**config.mk**
```make
export PLATFORM = sky130hd
export DESIGN_NAME = fsc_status_control
export DESIGN_NICKNAME = d
export VERILOG_FILES = /design/src/fsc_pkg.sv /design/src/fsc_exc_merge.sv /design/src/fsc_status_control.sv
export VERILOG_INCLUDE_DIRS = /design/src
export SDC_FILE = /design/constraint.sdc
export NUM_CORES = 1
export LEC_CHECK = 0
export BUFFER_PORTS_ARGS = -buffer_cell sky130_fd_sc_hd__buf_2
export CAP_MARGIN = 15
export CORE_ASPECT_RATIO = 1.5
export CORE_MARGIN = 2
export CORE_UTILIZATION = 52
export DETAILED_ROUTE_END_ITERATION = 6
export PLACE_DENSITY = 0.95
export SETUP_SLACK_MARGIN = 0.1
export SLEW_MARGIN = 20
export SYNTH_ARGS = -nofsm -noshare
export SYNTH_HDL_FRONTEND = slang
export SYNTH_SLANG_ARGS = --single-unit
```
**constraint.sdc**
```tcl
create_clock -name clk -period 3.2 [get_ports clk]
set_input_delay 0.64 -clock clk [delete_from_list [all_inputs] [get_ports clk]]
set_output_delay 0.64 -clock clk [all_outputs]
set_load 0.02 [all_outputs]
```
**src/fsc_defs.svh**
```systemverilog
// Constants of the FP status/control block: offsets, fields, resets.
// Assumes a single 125 MHz core clock and byte-addressed word registers.

`ifndef FSC_DEFS_SVH
`define FSC_DEFS_SVH

// ---------------------------------------------------------------
// Register byte offsets
// ---------------------------------------------------------------
`define FSC_OFF_CTRL 4'h0
`define FSC_OFF_XFER 4'h4
`define FSC_OFF_IST 4'h8
`define FSC_OFF_IMSK 4'hC

// ---------------------------------------------------------------
// Status/control fields
// ---------------------------------------------------------------
`define FSC_RSV_HI 31
`define FSC_RSV_LO 22
`define FSC_FR_BIT 21
`define FSC_SZ_BIT 20
`define FSC_PR_BIT 19
`define FSC_DN_BIT 18
`define FSC_CAUSE_HI 17
`define FSC_CAUSE_LO 12
`define FSC_EN_HI 11
`define FSC_EN_LO 7
`define FSC_FLAG_HI 6
`define FSC_FLAG_LO 2
`define FSC_RND_HI 1
`define FSC_RND_LO 0

// Exception index inside the 6-bit cause vector
`define FSC_EXC_ERR 5
`define FSC_EXC_INV 4
`define FSC_EXC_DIVZ 3
`define FSC_EXC_OVF 2
`define FSC_EXC_UNF 1
`define FSC_EXC_INEX 0

// ---------------------------------------------------------------
// Reset values and codes
// ---------------------------------------------------------------
`define FSC_RND_NEAREST 2'h0
`define FSC_RND_ZERO 2'h1
`define FSC_RST_RND 2'h1
`define FSC_RST_DN 1'h1
`define FSC_RST_CAUSE 6'h00
`define FSC_RST_EN 5'h00
`define FSC_RST_FLAG 5'h00

// Interrupt status bits
`define FSC_IRQ_W 3
`define FSC_IRQ_EXC 0
`define FSC_IRQ_TRAP 1
`define FSC_IRQ_XFER 2

`endif

```
**src/fsc_pkg.sv**
```systemverilog
// Types shared by the FP status/control block.
// Assumes fsc_defs.svh is available on the include path.
package fsc_pkg;
    typedef logic [5:0] fsc_cause_t;
    typedef logic [4:0] fsc_five_t;
    typedef logic [31:0] fsc_word_t;
    typedef enum {SEL_NONE, SEL_CTRL, SEL_XFER, SEL_IST, SEL_IMSK} fsc_sel_t;
endpackage

```
**src/fsc_exc_merge.sv**
```systemverilog
// Next-value logic for the cause and flag fields.
// Assumes one-cycle operation strobes on the core clock.
`timescale 1ns/1ps
`include "fsc_defs.svh"
module fsc_exc_merge (
    input wire fsc_pkg::fsc_cause_t curCause, // Stored cause
    input wire fsc_pkg::fsc_five_t curFlag, // Stored flags
    input wire fsc_pkg::fsc_five_t enable, // Stored enables
    input wire logic opValid, // FP operation executes
    input wire fsc_pkg::fsc_cause_t opExcept, // Its exceptions
    input wire logic swWrite, // Software writes the register
    input wire fsc_pkg::fsc_cause_t swCause, // Written cause
    input wire fsc_pkg::fsc_five_t swFlag, // Written flags
    output logic [5:0] next_cause, // Cause after this cycle
    output logic [4:0] next_flag, // Flags after this cycle
    output logic trapHit // Exception leads to a trap
);
    import fsc_pkg::*;

    fsc_cause_t hit;
    fsc_cause_t baseCause;
    fsc_five_t baseFlag;

    assign hit = opValid ? opExcept : 6'h00;
    // Operation clears the cause, then its own bits land
    assign baseCause = opValid ? 6'h00 : (swWrite ? swCause : curCause);
    assign next_cause = baseCause | hit;
    // Error has no flag slot, only bits 4..0 accumulate
    assign baseFlag = swWrite ? swFlag : curFlag;
    assign next_flag = baseFlag | hit[4:0];
    // Error always traps; the rest only when enabled
    assign trapHit = hit[`FSC_EXC_ERR] | (|(hit[4:0] & enable));
endmodule

```
**src/fsc_status_control.sv**
```systemverilog
// FP status/control register, transfer register and exception logic.
// Assumes the core drives all strobes on clk; strobes may share a cycle.
`timescale 1ns/1ps
`include "fsc_defs.svh"
module fsc_status_control #(
    parameter int ADDR_W = 4
) (
    input wire logic clk, // Core clock
    input wire logic rst, // Synchronous reset, high
    input wire logic [ADDR_W-1:0] addr, // Register byte address
    input wire fsc_pkg::fsc_word_t wrData, // Write data
    input wire logic wrStrobe, // Write strobe
    input wire logic rdStrobe, // Read strobe
    output fsc_pkg::fsc_word_t rdData, // Read data, next cycle
    input wire logic opValid, // FP operation executes
    input wire fsc_pkg::fsc_cause_t opExcept, // Exceptions it raised
    input wire logic xferWrite, // FPU loads transfer reg
    input wire fsc_pkg::fsc_word_t xferIn, // FPU value to load
    output fsc_pkg::fsc_word_t xferOut, // Transfer reg contents
    output logic [1:0] roundingSelect, // Rounding mode
    output logic roundNearest, // Mode 00 decoded
    output logic roundReserved, // Reserved mode written
    output fsc_pkg::fsc_five_t exceptEnable, // Exception enables
    output fsc_pkg::fsc_cause_t causeOut, // Cause field
    output fsc_pkg::fsc_five_t flagOut, // Sticky flags
    output logic bankSwap, // Register bank swap
    output logic pairMove, // 64-bit move size
    output logic doublePrec, // Double precision
    output logic denormZero, // Denormals as zero
    output logic excTrap, // Trap request pulse
    output logic irq // Interrupt level
);
    import fsc_pkg::*;

    // ---------------------------------------------------------------
    // Parameter check
    // ---------------------------------------------------------------
    generate
        if (ADDR_W < 4) begin : gAddrCheck
            $error("fsc_status_control: ADDR_W must be at least 4");
        end
    endgenerate

    // ---------------------------------------------------------------
    // Helpers
    // ---------------------------------------------------------------
    // Full-width compare, so aliases above bit 3 stay unmapped
    function automatic logic isAt(input logic [ADDR_W-1:0] a,
                                  input logic [3:0] off);
        isAt = (a == ADDR_W'(off));
    endfunction

    function automatic fsc_sel_t decode(input logic [ADDR_W-1:0] a);
        if (isAt(a, `FSC_OFF_CTRL)) begin
            decode = SEL_CTRL;
        end else if (isAt(a, `FSC_OFF_XFER)) begin
            decode = SEL_XFER;
        end else if (isAt(a, `FSC_OFF_IST)) begin
            decode = SEL_IST;
        end else if (isAt(a, `FSC_OFF_IMSK)) begin
            decode = SEL_IMSK;
        end else begin
            decode = SEL_NONE;
        end
    endfunction

    // Pack irq-width bits into the low end of a word
    function automatic fsc_word_t padIrq(input logic [`FSC_IRQ_W-1:0] v);
        padIrq = {{(32-`FSC_IRQ_W){1'b0}}, v};
    endfunction

    // ---------------------------------------------------------------
    // Storage
    // ---------------------------------------------------------------
    fsc_cause_t cause;
    fsc_five_t flag;
    fsc_five_t enable;
    logic [1:0] rmode;
    logic frBit;
    logic szBit;
    logic prBit;
    logic dnBit;
    fsc_word_t xfer;
    logic [`FSC_IRQ_W-1:0] irqStatus;
    logic [`FSC_IRQ_W-1:0] irqMask;

    // ---------------------------------------------------------------
    // Address decode
    // ---------------------------------------------------------------
    fsc_sel_t sel;
    wire wrCtrl;
    wire wrXfer;
    wire wrMask;
    wire rdIst;

    assign sel = decode(addr);
    assign wrCtrl = wrStrobe && (sel == SEL_CTRL);
    assign wrXfer = wrStrobe && (sel == SEL_XFER);
    assign wrMask = wrStrobe && (sel == SEL_IMSK);
    assign rdIst = rdStrobe && (sel == SEL_IST);

    // ---------------------------------------------------------------
    // Written fields
    // ---------------------------------------------------------------
    wire fsc_cause_t wCause;
    wire fsc_five_t wEnable;
    wire fsc_five_t wFlag;
    wire [1:0] wRmode;

    assign wCause = wrData[`FSC_CAUSE_HI:`FSC_CAUSE_LO];
    assign wEnable = wrData[`FSC_EN_HI:`FSC_EN_LO];
    assign wFlag = wrData[`FSC_FLAG_HI:`FSC_FLAG_LO];
    assign wRmode = wrData[`FSC_RND_HI:`FSC_RND_LO];

    // ---------------------------------------------------------------
    // Cause and flag merge
    // ---------------------------------------------------------------
    logic [5:0] next_cause;
    logic [4:0] next_flag;
    logic trapHit;

    fsc_exc_merge uMerge (
        .curCause(cause),
        .curFlag(flag),
        .enable(enable),
        .opValid(opValid),
        .opExcept(opExcept),
        .swWrite(wrCtrl),
        .swCause(wCause),
        .swFlag(wFlag),
        .next_cause(next_cause),
        .next_flag(next_flag),
        .trapHit(trapHit)
    );

    // ---------------------------------------------------------------
    // Control register image
    // ---------------------------------------------------------------
    fsc_word_t ctrlWord;

    // Upper ten bits are hard zero and ignore writes
    assign ctrlWord = {
        {(`FSC_RSV_HI-`FSC_RSV_LO+1){1'b0}},
        frBit, szBit, prBit, dnBit,
        cause, enable, flag, rmode
    };

    // ---------------------------------------------------------------
    // Interrupt events
    // ---------------------------------------------------------------
    wire anyExc;
    logic [`FSC_IRQ_W-1:0] irqEvent;
    logic [`FSC_IRQ_W-1:0] next_irqStatus;

    assign anyExc = opValid && (|opExcept);

    always_comb begin
        irqEvent = '0;
        irqEvent[`FSC_IRQ_EXC] = anyExc;
        irqEvent[`FSC_IRQ_TRAP] = trapHit;
        irqEvent[`FSC_IRQ_XFER] = xferWrite;
    end

    // A read clears, but an event in that cycle is kept
    assign next_irqStatus = (rdIst ? '0 : irqStatus) | irqEvent;

    // ---------------------------------------------------------------
    // Read data
    // ---------------------------------------------------------------
    fsc_word_t readMux;

    always_comb begin
        case (sel)
            SEL_CTRL: readMux = ctrlWord;
            SEL_XFER: readMux = xfer;
            SEL_IST: readMux = padIrq(irqStatus);
            SEL_IMSK: readMux = padIrq(irqMask);
            default: readMux = 32'h00000000;
        endcase
    end

    // ---------------------------------------------------------------
    // Exception fields
    // ---------------------------------------------------------------
    always_ff @(posedge clk) begin
        if (rst) begin
            cause <= `FSC_RST_CAUSE;
            flag <= `FSC_RST_FLAG;
        end else begin
            cause <= next_cause;
            flag <= next_flag;
        end
    end

    always_ff @(posedge clk) begin
        if (rst) begin
            enable <= `FSC_RST_EN;
        end else if (wrCtrl) begin
            enable <= wEnable;
        end
    end

    // ---------------------------------------------------------------
    // Mode bits
    // ---------------------------------------------------------------
    always_ff @(posedge clk) begin
        if (rst) begin
            rmode <= `FSC_RST_RND;
            frBit <= 1'b0;
            szBit <= 1'b0;
            prBit <= 1'b0;
            dnBit <= `FSC_RST_DN;
        end else if (wrCtrl) begin
            rmode <= wRmode;
            frBit <= wrData[`FSC_FR_BIT];
            szBit <= wrData[`FSC_SZ_BIT];
            prBit <= wrData[`FSC_PR_BIT];
            dnBit <= wrData[`FSC_DN_BIT];
        end
    end

    // ---------------------------------------------------------------
    // Transfer register
    // ---------------------------------------------------------------
    // Contents carry no meaning after reset; cleared only so
    // simulation never shows an unknown word on xferOut.
    // FPU load wins over a software write in the same cycle.
    always_ff @(posedge clk) begin
        if (rst) begin
            xfer <= 32'h00000000;
        end else if (xferWrite) begin
            xfer <= xferIn;
        end else if (wrXfer) begin
            xfer <= wrData;
        end
    end

    // ---------------------------------------------------------------
    // Interrupt status and mask
    // ---------------------------------------------------------------
    always_ff @(posedge clk) begin
        if (rst) begin
            irqStatus <= '0;
            irqMask <= '0;
        end else begin
            irqStatus <= next_irqStatus;
            if (wrMask) begin
                irqMask <= wrData[`FSC_IRQ_W-1:0];
            end
        end
    end

    // Level output looks at the updated status, so it drops
    // in the same cycle as the clearing read answers.
    always_ff @(posedge clk) begin
        if (rst) begin
            irq <= 1'b0;
        end else begin
            irq <= |(next_irqStatus & (wrMask ?
                   wrData[`FSC_IRQ_W-1:0] : irqMask));
        end
    end

    // ---------------------------------------------------------------
    // Trap pulse and read answer
    // ---------------------------------------------------------------
    always_ff @(posedge clk) begin
        if (rst) begin
            excTrap <= 1'b0;
        end else begin
            excTrap <= trapHit;
        end
    end

    // Data valid only in the cycle after the strobe, zero elsewhere
    always_ff @(posedge clk) begin
        if (rst) begin
            rdData <= 32'h00000000;
        end else if (rdStrobe) begin
            rdData <= readMux;
        end else begin
            rdData <= 32'h00000000;
        end
    end

    // ---------------------------------------------------------------
    // Registered mode outputs
    // ---------------------------------------------------------------
    // Mirrored copies track the next state, so they equal the
    // stored fields in every cycle while staying pure flops.
    logic [1:0] next_rmode;

    assign next_rmode = wrCtrl ? wRmode : rmode;

    always_ff @(posedge clk) begin
        if (rst) begin
            roundingSelect <= `FSC_RST_RND;
            roundNearest <= 1'b0;
            roundReserved <= 1'b0;
        end else begin
            roundingSelect <= next_rmode;
            roundNearest <= (next_rmode == `FSC_RND_NEAREST);
            // Reserved codes are stored; the datapath must not use them
            roundReserved <= next_rmode[1];
        end
    end

    always_ff @(posedge clk) begin
        if (rst) begin
            exceptEnable <= `FSC_RST_EN;
            causeOut <= `FSC_RST_CAUSE;
            flagOut <= `FSC_RST_FLAG;
        end else begin
            exceptEnable <= wrCtrl ? wEnable : enable;
            causeOut <= next_cause;
            flagOut <= next_flag;
        end
    end

    always_ff @(posedge clk) begin
        if (rst) begin
            bankSwap <= 1'b0;
            pairMove <= 1'b0;
            doublePrec <= 1'b0;
            denormZero <= `FSC_RST_DN;
        end else if (wrCtrl) begin
            bankSwap <= wrData[`FSC_FR_BIT];
            pairMove <= wrData[`FSC_SZ_BIT];
            doublePrec <= wrData[`FSC_PR_BIT];
            denormZero <= wrData[`FSC_DN_BIT];
        end
    end

    // ---------------------------------------------------------------
    // Transfer output
    // ---------------------------------------------------------------
    always_ff @(posedge clk) begin
        if (rst) begin
            xferOut <= 32'h00000000;
        end else if (xferWrite) begin
            xferOut <= xferIn;
        end else if (wrXfer) begin
            xferOut <= wrData;
        end
    end
endmodule

```
==> results of run 1 <==
## worst max-delay path: stages
cell and delay (ns):
buf_2 0.40, nand2_1 0.60, a211oi_1 0.43, nor3_1 0.08
## synth_stat cells, drive strengths merged
cell	instances
nor4	2
inv	3
a21oi	17
nor2	25
nand2b	1
nor3	40
o21a	2
o221ai	2
nor4b	2
and4bb	1
a21boi	2
mux2i	2
nor2b	38
a22oi	27
and2	11
nand2	40
and3	40
a211oi	38
dfxtp	95
buf	18
nand3	3
clkbuf	21
a31oi	6
## flip-flops by register name, summed over array words and instances (netlist names), named ones only
register        flops
exceptEnable        5
roundingSelect      2
excTrap             1
irqMask             3
rdData             32
flagOut             5
roundNearest        1
doublePrec          1
bankSwap            1
irq                 1
denormZero          1
xferOut            32
irqStatus           3
pairMove            1
## per-stage QoR
| stage | utilization | worst slack (ns) | hold slack, ns |
|---|---|---|---|
| after floorplan | - | 1.45 | 0.439 |
| after global placement | 0.648 | 1.03 | 0.463 |
| after detailed placement | 0.648 | 0.923 | 0.473 |
| after CTS | 0.686 | 1.25 | 0.481 |
| after global routing | 0.686 | 1.11 | 0.506 |
| final | 0.686 | 1.24 | 0.493 |
## cells in the final DEF (no fill, tap or decap), types with 2 or more instances in the layout
cell,n
nor3_1,24
a211oi_2,30
nor2b_1,38
buf_2,169
a22oi_1,27
nand2_1,39
buf_4,5
o221ai_1,2
and2_1,11
a211oi_1,8
a31oi_1,6
nor2_1,25
nand3_1,3
a21oi_1,17
mux2i_1,2
nor3_2,16
dfxtp_1,95
clkbuf_8,2
o21a_1,2
and3_1,40
inv_1,3
clkbuf_16,9
## power by group
part	internal (uW)	switching, uW	total (uW)
sequential	1230	40.3	1270
clock	639	432	1070
combinational	135	198	333
## worst max path at each step
stage             start          end  slack (ns)  cells past startpoint
6_report       wrStrobe         flop        1.24                      4
5_1_grt        wrStrobe         flop        1.11                      4
4_1_cts             rst    rdData[2]        1.25                      4
3_5_place_dp   wrStrobe         flop        0.92                      4
3_3_place_gp        rst    rdData[2]        1.03                      4
2_1_floorplan   addr[3]  xferOut[20]        1.45                      6
## area by class of cell
type | count | area [sq um]
flip-flops and latches | 95 | 1900
multi-input cells | 299 | 2020
clock inverters | 3 | 43.8
repair buffers | 175 | 903
well taps | 102 | 128
fillers | 583 | 2400
inverters | 3 | 11.3
clock buffers | 11 | 253
## metal layers
metal  part of all wire  wire (microns)  vias up  track usage
met3              0.053             605       30       0.0494
met2               0.53            6070      165        0.453
met5                  0               0        -            0
li1                   -               -     1836            -
met1               0.38            4320     1863        0.296
met4              0.031             353        0        0.142
## kinds of logic (layout without fill, tap and decap cells)
| family | count (synthesis) | after routing | share of synthesized area |
|---|---|---|---|
| AOI/OAI and AO/OA | 94 | 94 | 0.196 |
| and+or+nand+nor | 203 | 203 | 0.284 |
| DFF | 95 | 95 | 0.462 |
| buffers and inverters | 42 | 192 | 0.0529 |
| muxes | 2 | 2 | 0.00486 |
==> metrics.cfg, run 1 <==
[status]
outcome=complete, no violations

[layout]
finalNonFillerCells=688
design_area_sq_um=5260
num_antenna_cells=0
drive_gt1_frac=0.408
syn_to_final_growth_pct=27.6
finalNetCount=663

[floorplan]
dieArea_sq_um=8660
rows=39
die_h_microns=113
initial_utilization=0.538
io_pins=170
die_w_microns=76.7
core-area_sq_um=7660

[critical_path]
r2r_start=exceptEnable[4]
worstPathMaxFanout=29
criticalPathCategory=in -> reg
reg2reg_to=irq
cp.required_ns=3.40
crit_path_start_kind=input port
regToRegSetupSlack_ns=2.06
rr_worst_depth=4
critPathCaptureType=flop
arrival_ns=2.16

[synth]
synth_seq_area_share=0.462
syn_inst=436
synth_area_leaders=dfxtp_1 (46%), a211oi_2 (9.1%), and3_1 (6.1%), nor2b_1 (5.8%), a22oi_1 (4.9%)
synth_top_area_share=0.462
postSynthAreaPerCell_sq_um=9.45
synthesis.nets=516
synth_seq_cells=95
synth_cell_types=32
synth_top_cell_by_area=dfxtp_1
ys_warn_count=0
synth_area_sq_um=4120

[global_route]
track_usage=0.259
grt_pass1_wl_mm=17.9
first_global_vias=3721
grt_max_degree=67
antenna_found_initial=0
grt_overflow=0

[timing]
final-max-slew-violation-count=0
hold_viol_final=0
fin_worst_skew_ns=0.00489
setup_tns_ns=0
tightest_slew_ns=1.04
post-route-period-util=0.612
relSlewSlack=0.305
fmax_ghz=0.510
rsz0062_at_grt=false
setup-violations-final=0
layout_min_cycle_time_ns=1.96

[cts]
insertion_delay_ns=0.34
cts_resized=0
clk_path_buf_depth=2
cts_sinks=95
cts-root-buf=clkbuf_16
holdBufCountCts=0
cts_buffers=9
cts_tree=yes
postCtsSetupBuffers=0
clk_pin_slew_ns=0.06
h-tree-depth=3

[drt]
via_per_inst=5.66
antenna_left=0
vias=3894
drc=0
firstDrtPassIters=5
wl_per_cell_microns=16.5
drtIter0Drc=328
drt_wl_total_mm=11.3

[pwr]
power.total_uw=2670
power_leakage_uw=0.00244
ir_drop_v=0.000456
power_density_nw_per_um2=509

[hold_path]
hold_end=bankSwap
min_from=bankSwap
hold_path.class=reg -> reg
holdPathStages=2

[placement]
placed_cells_incl_taps=674
dpl.hpwl_mm=7.96
placement.cell_area_sq_um=4960
place.gp.congestion=0.841
io_buffers=169

[flow_run]
drv_cap=0

(Power assumes the default switching activity.)
==> run 2: changes to the inputs <==
--- a/config.mk
+++ b/config.mk
@@ -10,9 +10,9 @@
 export CAP_MARGIN = 15
 export CORE_ASPECT_RATIO = 1.5
 export CORE_MARGIN = 2
-export CORE_UTILIZATION = 52
+export CORE_UTILIZATION = 43
 export DETAILED_ROUTE_END_ITERATION = 6
-export PLACE_DENSITY = 0.95
+export PLACE_DENSITY = 0.88
 export SETUP_SLACK_MARGIN = 0.1
 export SLEW_MARGIN = 20
 export SYNTH_ARGS = -nofsm -noshare
==> constraint.sdc (replaced) <==
create_clock -name clk -period 1.7 [get_ports clk]
set_input_delay 0.34 -clock clk [delete_from_list [all_inputs] [get_ports clk]]
set_output_delay 0.34 -clock clk [all_outputs]
set_load 0.02 [all_outputs]
==> run 2 against run 1 <==
Effect of this change:
- register-to-register slack got worse by 1.6 ns
- final cell count up 3.9%
- critical path depth increased by 2
- cell area is 3.4% higher
- count of clock-buffer cells in the layout rose by 2
- largest power group unchanged
- sequential power increased by 88%
- die area rose by 20%
- first-iteration DRC count down 40%
- via count increased by 2.5%
- largest cell class unchanged
- sequential share of layout area shrank 1.2 points
==> metrics.cfg, run 2 (same netlist as run 1, synthesis figures left out) <==
[global_route]
antenna_found_initial=0  ; unchanged
grt_max_degree=41  ; -39%
first_global_vias=3877  ; +4.2%
grt_overflow=0  ; unchanged
track_usage=0.227  ; -0.0319
grt_pass1_wl_mm=18.9  ; +5.5%

[placement]
dpl.hpwl_mm=8.82  ; +11%
place.gp.congestion=0.841  ; unchanged
io_buffers=169  ; unchanged
placement.cell_area_sq_um=5110  ; +3.0%

[timing]
post-route-period-util=0.851
fin_worst_skew_ns=0.00493  ; +0.0000412 ns
holdWs_ns=0.229  ; -0.264 ns
fmax_ghz=0.691
rsz0062_at_grt=false
final-max-slew-violation-count=0  ; unchanged
relSlewSlack=0.730  ; +0.424
tightest_slew_ns=0.404  ; -0.635 ns
setup_tns_ns=0  ; unchanged
hold_viol_final=0  ; unchanged
setup-violations-final=0  ; unchanged
layout_min_cycle_time_ns=1.45

[cts]
cts-root-buf=clkbuf_16
cts_sinks=95  ; unchanged
cts_tree=yes
clk_pin_slew_ns=0.06  ; about the same
insertion_delay_ns=0.34  ; about the same
holdBufCountCts=0  ; unchanged
cts_buffers=9  ; unchanged
h-tree-depth=3  ; unchanged
cts_resized=0  ; unchanged
postCtsSetupBuffers=0  ; unchanged
clk_path_buf_depth=2  ; unchanged

[critical_path]
cp.required_ns=1.96  ; -1.44 ns
criticalPathCategory=in -> reg
critPathCaptureType=flop
critPathTopFamily=simple AND/OR/NAND/NOR gates
arrival_ns=1.70  ; -0.46 ns
crit_path_start_kind=input port
cp_slowest_stage_delay_ns=0.44  ; -0.16 ns
path_buf_inv=2  ; +1
worstPathMaxFanout=24  ; -17%
cp_slowest_cell=nor4b_4
path_cells=buf_2 -> nor4b_4 -> buf_4 -> and3_1 -> a211oi_2 -> nor3_1

[floorplan]
io_pins=170  ; unchanged
dieArea_sq_um=10400  ; +20%
initial_utilization=0.443  ; -0.0951
core-area_sq_um=9310  ; +21%
rows=43  ; +10%
die_h_microns=124  ; +9.6%
die_w_microns=83.9  ; +9.4%

[layout]
finish.utilization=0.584  ; -0.102
multi_input_area_sq_um=2020  ; unchanged
finalNetCount=678  ; +2.3%
num_antenna_cells=0  ; unchanged
final_common_cell=buf_2
top_regs=rdData: 32 flops, xferOut: 32 flops
register_area_sq_um=1900  ; unchanged
drive_gt1_frac=0.421  ; +0.0134
fillCellCount=821  ; +41%
layout_common_cells=buf_2 (169), dfxtp_1 (95), and3_1 (40), nand2_1 (39), nor2b_1 (38)
syn_to_final_growth_pct=32.0
design_area_sq_um=5440  ; +3.4%

[flow_run]
drv_cap=0  ; unchanged

[drt]
via_per_inst=5.58  ; -1.4%
drtIter0Drc=197  ; -40%
drt_wl_total_mm=12.0  ; +6.0%
firstDrtPassIters=5  ; unchanged
drc=0  ; unchanged
antenna_left=0  ; unchanged
wl_per_cell_microns=16.8  ; +2.0%
vias=3992  ; +2.5%

[pwr]
ir_drop_v=0.000713  ; +56%
power_leakage_uw=0.00253  ; +4.0%
power_density_nw_per_um2=958  ; +88%

[status]
outcome=complete, no violations

[hold_path]
hold_path.class=in -> reg

==> run 2: cell types whose count changed in the layout (fill, tap and decap cells not counted) <==
| cell | previous run | this run |
|---|---|---|
| buf_12 | 1 | 3 |
| buf_4 | 5 | 18 |
| clkbuf_1 | 0 | 2 |
| clkinv_4 | 1 | 0 |
| bufinv_16 | 1 | 2 |
==> run 2: layout make-up <==
type | count | area share
multi-input combinational | 299 | 0.371
sequential | 95 | 0.350
timing repair buffer | 190 | 0.191
clock buffer | 13 | 0.0479
tap | 112 | 0.0258
clock inverter | 3 | 0.0120
inverter | 3 | 0.00207
==> run 2: where the power goes <==
part	switching, uW	internal, uW	leakage (uW)
clock	797	1370	0.000160
combinational	381	270	0.00160
sequential	77.2	2310	0.000778
==> run 2: metal layers <==
| layer | vias to the layer above | track usage | wire length (microns) |
|---|---|---|---|
| met2 | 187 | 0.382 | 6030 |
| met3 | 40 | 0.0325 | 700 |
| met1 | 1897 | 0.272 | 4800 |
| li1 | 1868 | - | - |
| met4 | 0 | 0.149 | 499 |
| met5 | - | 0 | 0 |
==> run 2: per-stage QoR <==
| step | total power [uW] | instances | worst slack, ns |
|---|---|---|---|
| after global placement | 3070 | 699 | 0.0270 |
| after global routing | 5390 | 715 | 0.149 |
| final | 5210 | 715 | 0.253 |
| after floorplan | 2800 | 436 | 0.247 |
| after CTS | 5240 | 715 | 0.264 |
| after detailed placement | 3090 | 699 | -0.0945 |
==> run 2: final timing paths <==
path                   startpoint          to  slack [ns]  cells past startpoint
hold reg to reg          pairMove    pairMove        0.48                      2
setup / recovery          addr[3]  xferOut[9]        0.25                      6
hold / removal         wrData[18]  denormZero        0.23                      3
setup reg to reg  exceptEnable[4]         irq        0.51                      4
==> run 2: tightest hold or removal path, cell delays in order <==
cell and delay [ns]:
buf_2 0.09, nand2_1 0.04, nand3_1 0.06
==> run 3: changes to the inputs <==
--- a/config.mk
+++ b/config.mk
@@ -12,7 +12,7 @@
 export CORE_MARGIN = 2
 export CORE_UTILIZATION = 43
 export DETAILED_ROUTE_END_ITERATION = 6
-export PLACE_DENSITY = 0.88
+export PLACE_DENSITY_LB_ADDON = 0.3
 export SETUP_SLACK_MARGIN = 0.1
 export SLEW_MARGIN = 20
 export SYNTH_ARGS = -nofsm -noshare
==> run 3 against run 2 <==
Effect of this change:
- setup slack improved by 0.033 ns
- clock skew about the same
- power down 1.7%
- count of clock-buffer cells in the layout did not move
- via count decreased by 3.7%
- routed wire length is 2.0% lower
- sequential cell count did not move
- critical path depth is the same
- die area unchanged
- largest cell class unchanged
- highest routed layer unchanged
==> metrics.cfg, run 3 (same netlist as run 1, synthesis figures left out) <==
[drt]
antenna_left=0  ; unchanged
vias=3844  ; -3.7%
firstDrtPassIters=5  ; unchanged
wl_per_cell_microns=16.4  ; -2.3%
drtIter0Drc=225  ; +14%
drc=0  ; unchanged
via_per_inst=5.36  ; -4.0%
drt_wl_total_mm=11.8  ; -2.0%

[critical_path]
crit_path_start_kind=input port
path_cells=buf_2 -> nor4b_4 -> buf_4 -> and3_1 -> a211oi_2 -> nor3_1
path_buf_inv=2  ; unchanged
cp_slowest_cell=nor4b_4
criticalPathCategory=in -> reg
arrival_ns=1.67  ; -0.03 ns
cp_slowest_stage_delay_ns=0.40  ; -0.04 ns
worstPathMaxFanout=28  ; +17%
critPathCaptureType=flop
cp.required_ns=1.95  ; about the same
critPathTopFamily=simple AND/OR/NAND/NOR gates

[pwr]
p_clk_frac=0.404  ; -0.012
p_int_uw=3850  ; -2.6%
power_density_nw_per_um2=935  ; -2.4%
seqPwrFrac=0.467  ; +0.008
net-switching-power_uw=1270  ; +1.0%
ir_drop_v=0.000745  ; +4.5%
power.total_uw=5120  ; -1.7%
power_leakage_uw=0.00255  ; +0.67%
comb_power_share=0.129  ; +0.004
swShare=0.248  ; +0.00674

[layout]
num_antenna_cells=0  ; unchanged
syn_to_final_growth_pct=32.9
finalNetCount=680  ; +0.29%
drive_gt1_frac=0.425  ; +0.00357
fillCellCount=840  ; +2.3%
design_area_sq_um=5470  ; +0.69%
top_regs=rdData: 32 flops, xferOut: 32 flops
register_area_sq_um=1900  ; unchanged
layout_common_cells=buf_2 (169), dfxtp_1 (95), and3_1 (40), nand2_1 (39), nor2b_1 (38)
final_common_cell=buf_2
multi_input_area_sq_um=2020  ; unchanged

[status]
outcome=complete, no violations

[global_route]
track_usage=0.223  ; -0.00400
first_global_vias=3852  ; -0.64%
grt_pass1_wl_mm=18.5  ; -1.7%
antenna_found_initial=0  ; unchanged
grt_overflow=0  ; unchanged
grt_max_degree=31  ; -24%

[cts]
holdBufCountCts=0  ; unchanged
cts-root-buf=clkbuf_16
cts_buffers=9  ; unchanged
cts_resized=0  ; unchanged
insertion_delay_ns=0.33  ; about the same
h-tree-depth=3  ; unchanged
postCtsSetupBuffers=0  ; unchanged
clk_pin_slew_ns=0.06  ; about the same
clk_path_buf_depth=2  ; unchanged
cts_tree=yes
cts_sinks=95  ; unchanged

[placement]
place_ws_ns=-0.0908  ; +0.00373 ns
dpl.hpwl_mm=8.76  ; -0.72%
place.gp.congestion=0.846  ; +0.56%
placement.cell_area_sq_um=5160  ; +1.0%
io_buffers=169  ; unchanged

[floorplan]
io_pins=170  ; unchanged
initial_utilization=0.443  ; unchanged
rows=43  ; unchanged
dieArea_sq_um=10400  ; unchanged
die_h_microns=124  ; unchanged
die_w_microns=83.9  ; unchanged
core-area_sq_um=9310  ; unchanged

[timing]
hold_viol_final=0  ; unchanged
post-route-period-util=0.832  ; -0.0194
layout_min_cycle_time_ns=1.41  ; -0.0329 ns
final-max-slew-violation-count=0  ; unchanged
tightest_slew_ns=0.363  ; -0.0410 ns
fin_worst_skew_ns=0.00443  ; -0.000495 ns
rsz0062_at_grt=false
setup-violations-final=0  ; unchanged
setup_ws_ns=0.286  ; +0.0329 ns
relSlewSlack=0.758  ; +0.0285
fmax_ghz=0.707  ; +2.3%

[flow_run]
drv_cap=0  ; unchanged

[hold_path]
hold_path.class=in -> reg

==> run 3: cell types whose count changed in the layout (fill, tap and decap cells not counted), sizes merged <==
cell    delta
buf        +2
bufinv     -1
clkinv     +1
==> run 3: power groups by stage <==
stage | clock network [uW] | logic (uW) | registers [uW]
detailed placement | 0 | 661 | 2440
global placement | 0 | 649 | 2430
finish | 2070 | 660 | 2390
floorplan | 0 | 275 | 2520
CTS | 2110 | 663 | 2390
global route | 2200 | 713 | 2400
==> run 3: per-stage QoR <==
| step | utilization | hold WS, ns | cells | setup TNS (ns) |
|---|---|---|---|---|
| after floorplan | - | 0.439 | 436 | 0 |
| after global placement | 0.555 | 0.465 | 701 | 0 |
| after detailed placement | 0.555 | 0.465 | 701 | -1.01 |
| after CTS | 0.588 | 0.232 | 717 | 0 |
| after global routing | 0.588 | 0.244 | 717 | 0 |
| final | 0.588 | 0.246 | 717 | 0 |
==> run 3: layout make-up <==
cell class / count / share of cell area
well taps: 112 / 0.0256
repair buffers: 192 / 0.200
inverters: 3 / 0.00206
clock inverters: 3 / 0.00731
clock buffers: 13 / 0.0494
multi-input cells: 299 / 0.368
flip-flops and latches: 95 / 0.347
==> run 3: worst reg2reg max path: stages, from the launching register on <==
cell,delay (ns)
dfxtp_1,0.35
a22oi_1,0.18
a31oi_1,0.13
a21oi_1,0.21
o221ai_1,0.19
==> run 3: path summary, 6_finish.rpt <==
path	start	depth (start not counted)	slack [ns]	endpoint
worst max register to register	exceptEnable[0]	4	0.50	irq
worst min-delay path	wrData[18]	3	0.25	denormZero
worst max-delay path	addr[3]	6	0.29	xferOut[6]
worst min register to register	bankSwap	2	0.48	bankSwap
==> run 3: layer usage <==
metal | share of wire | wire length (microns) | vias to the layer above | global-route usage
met1 | 0.42 | 4920 | 1817 | 0.254
met4 | 0.020 | 240 | 0 | 0.117
met3 | 0.047 | 557 | 18 | 0.0471
li1 | - | - | 1878 | -
met5 | 0 | 0 | - | 0
met2 | 0.52 | 6080 | 131 | 0.394
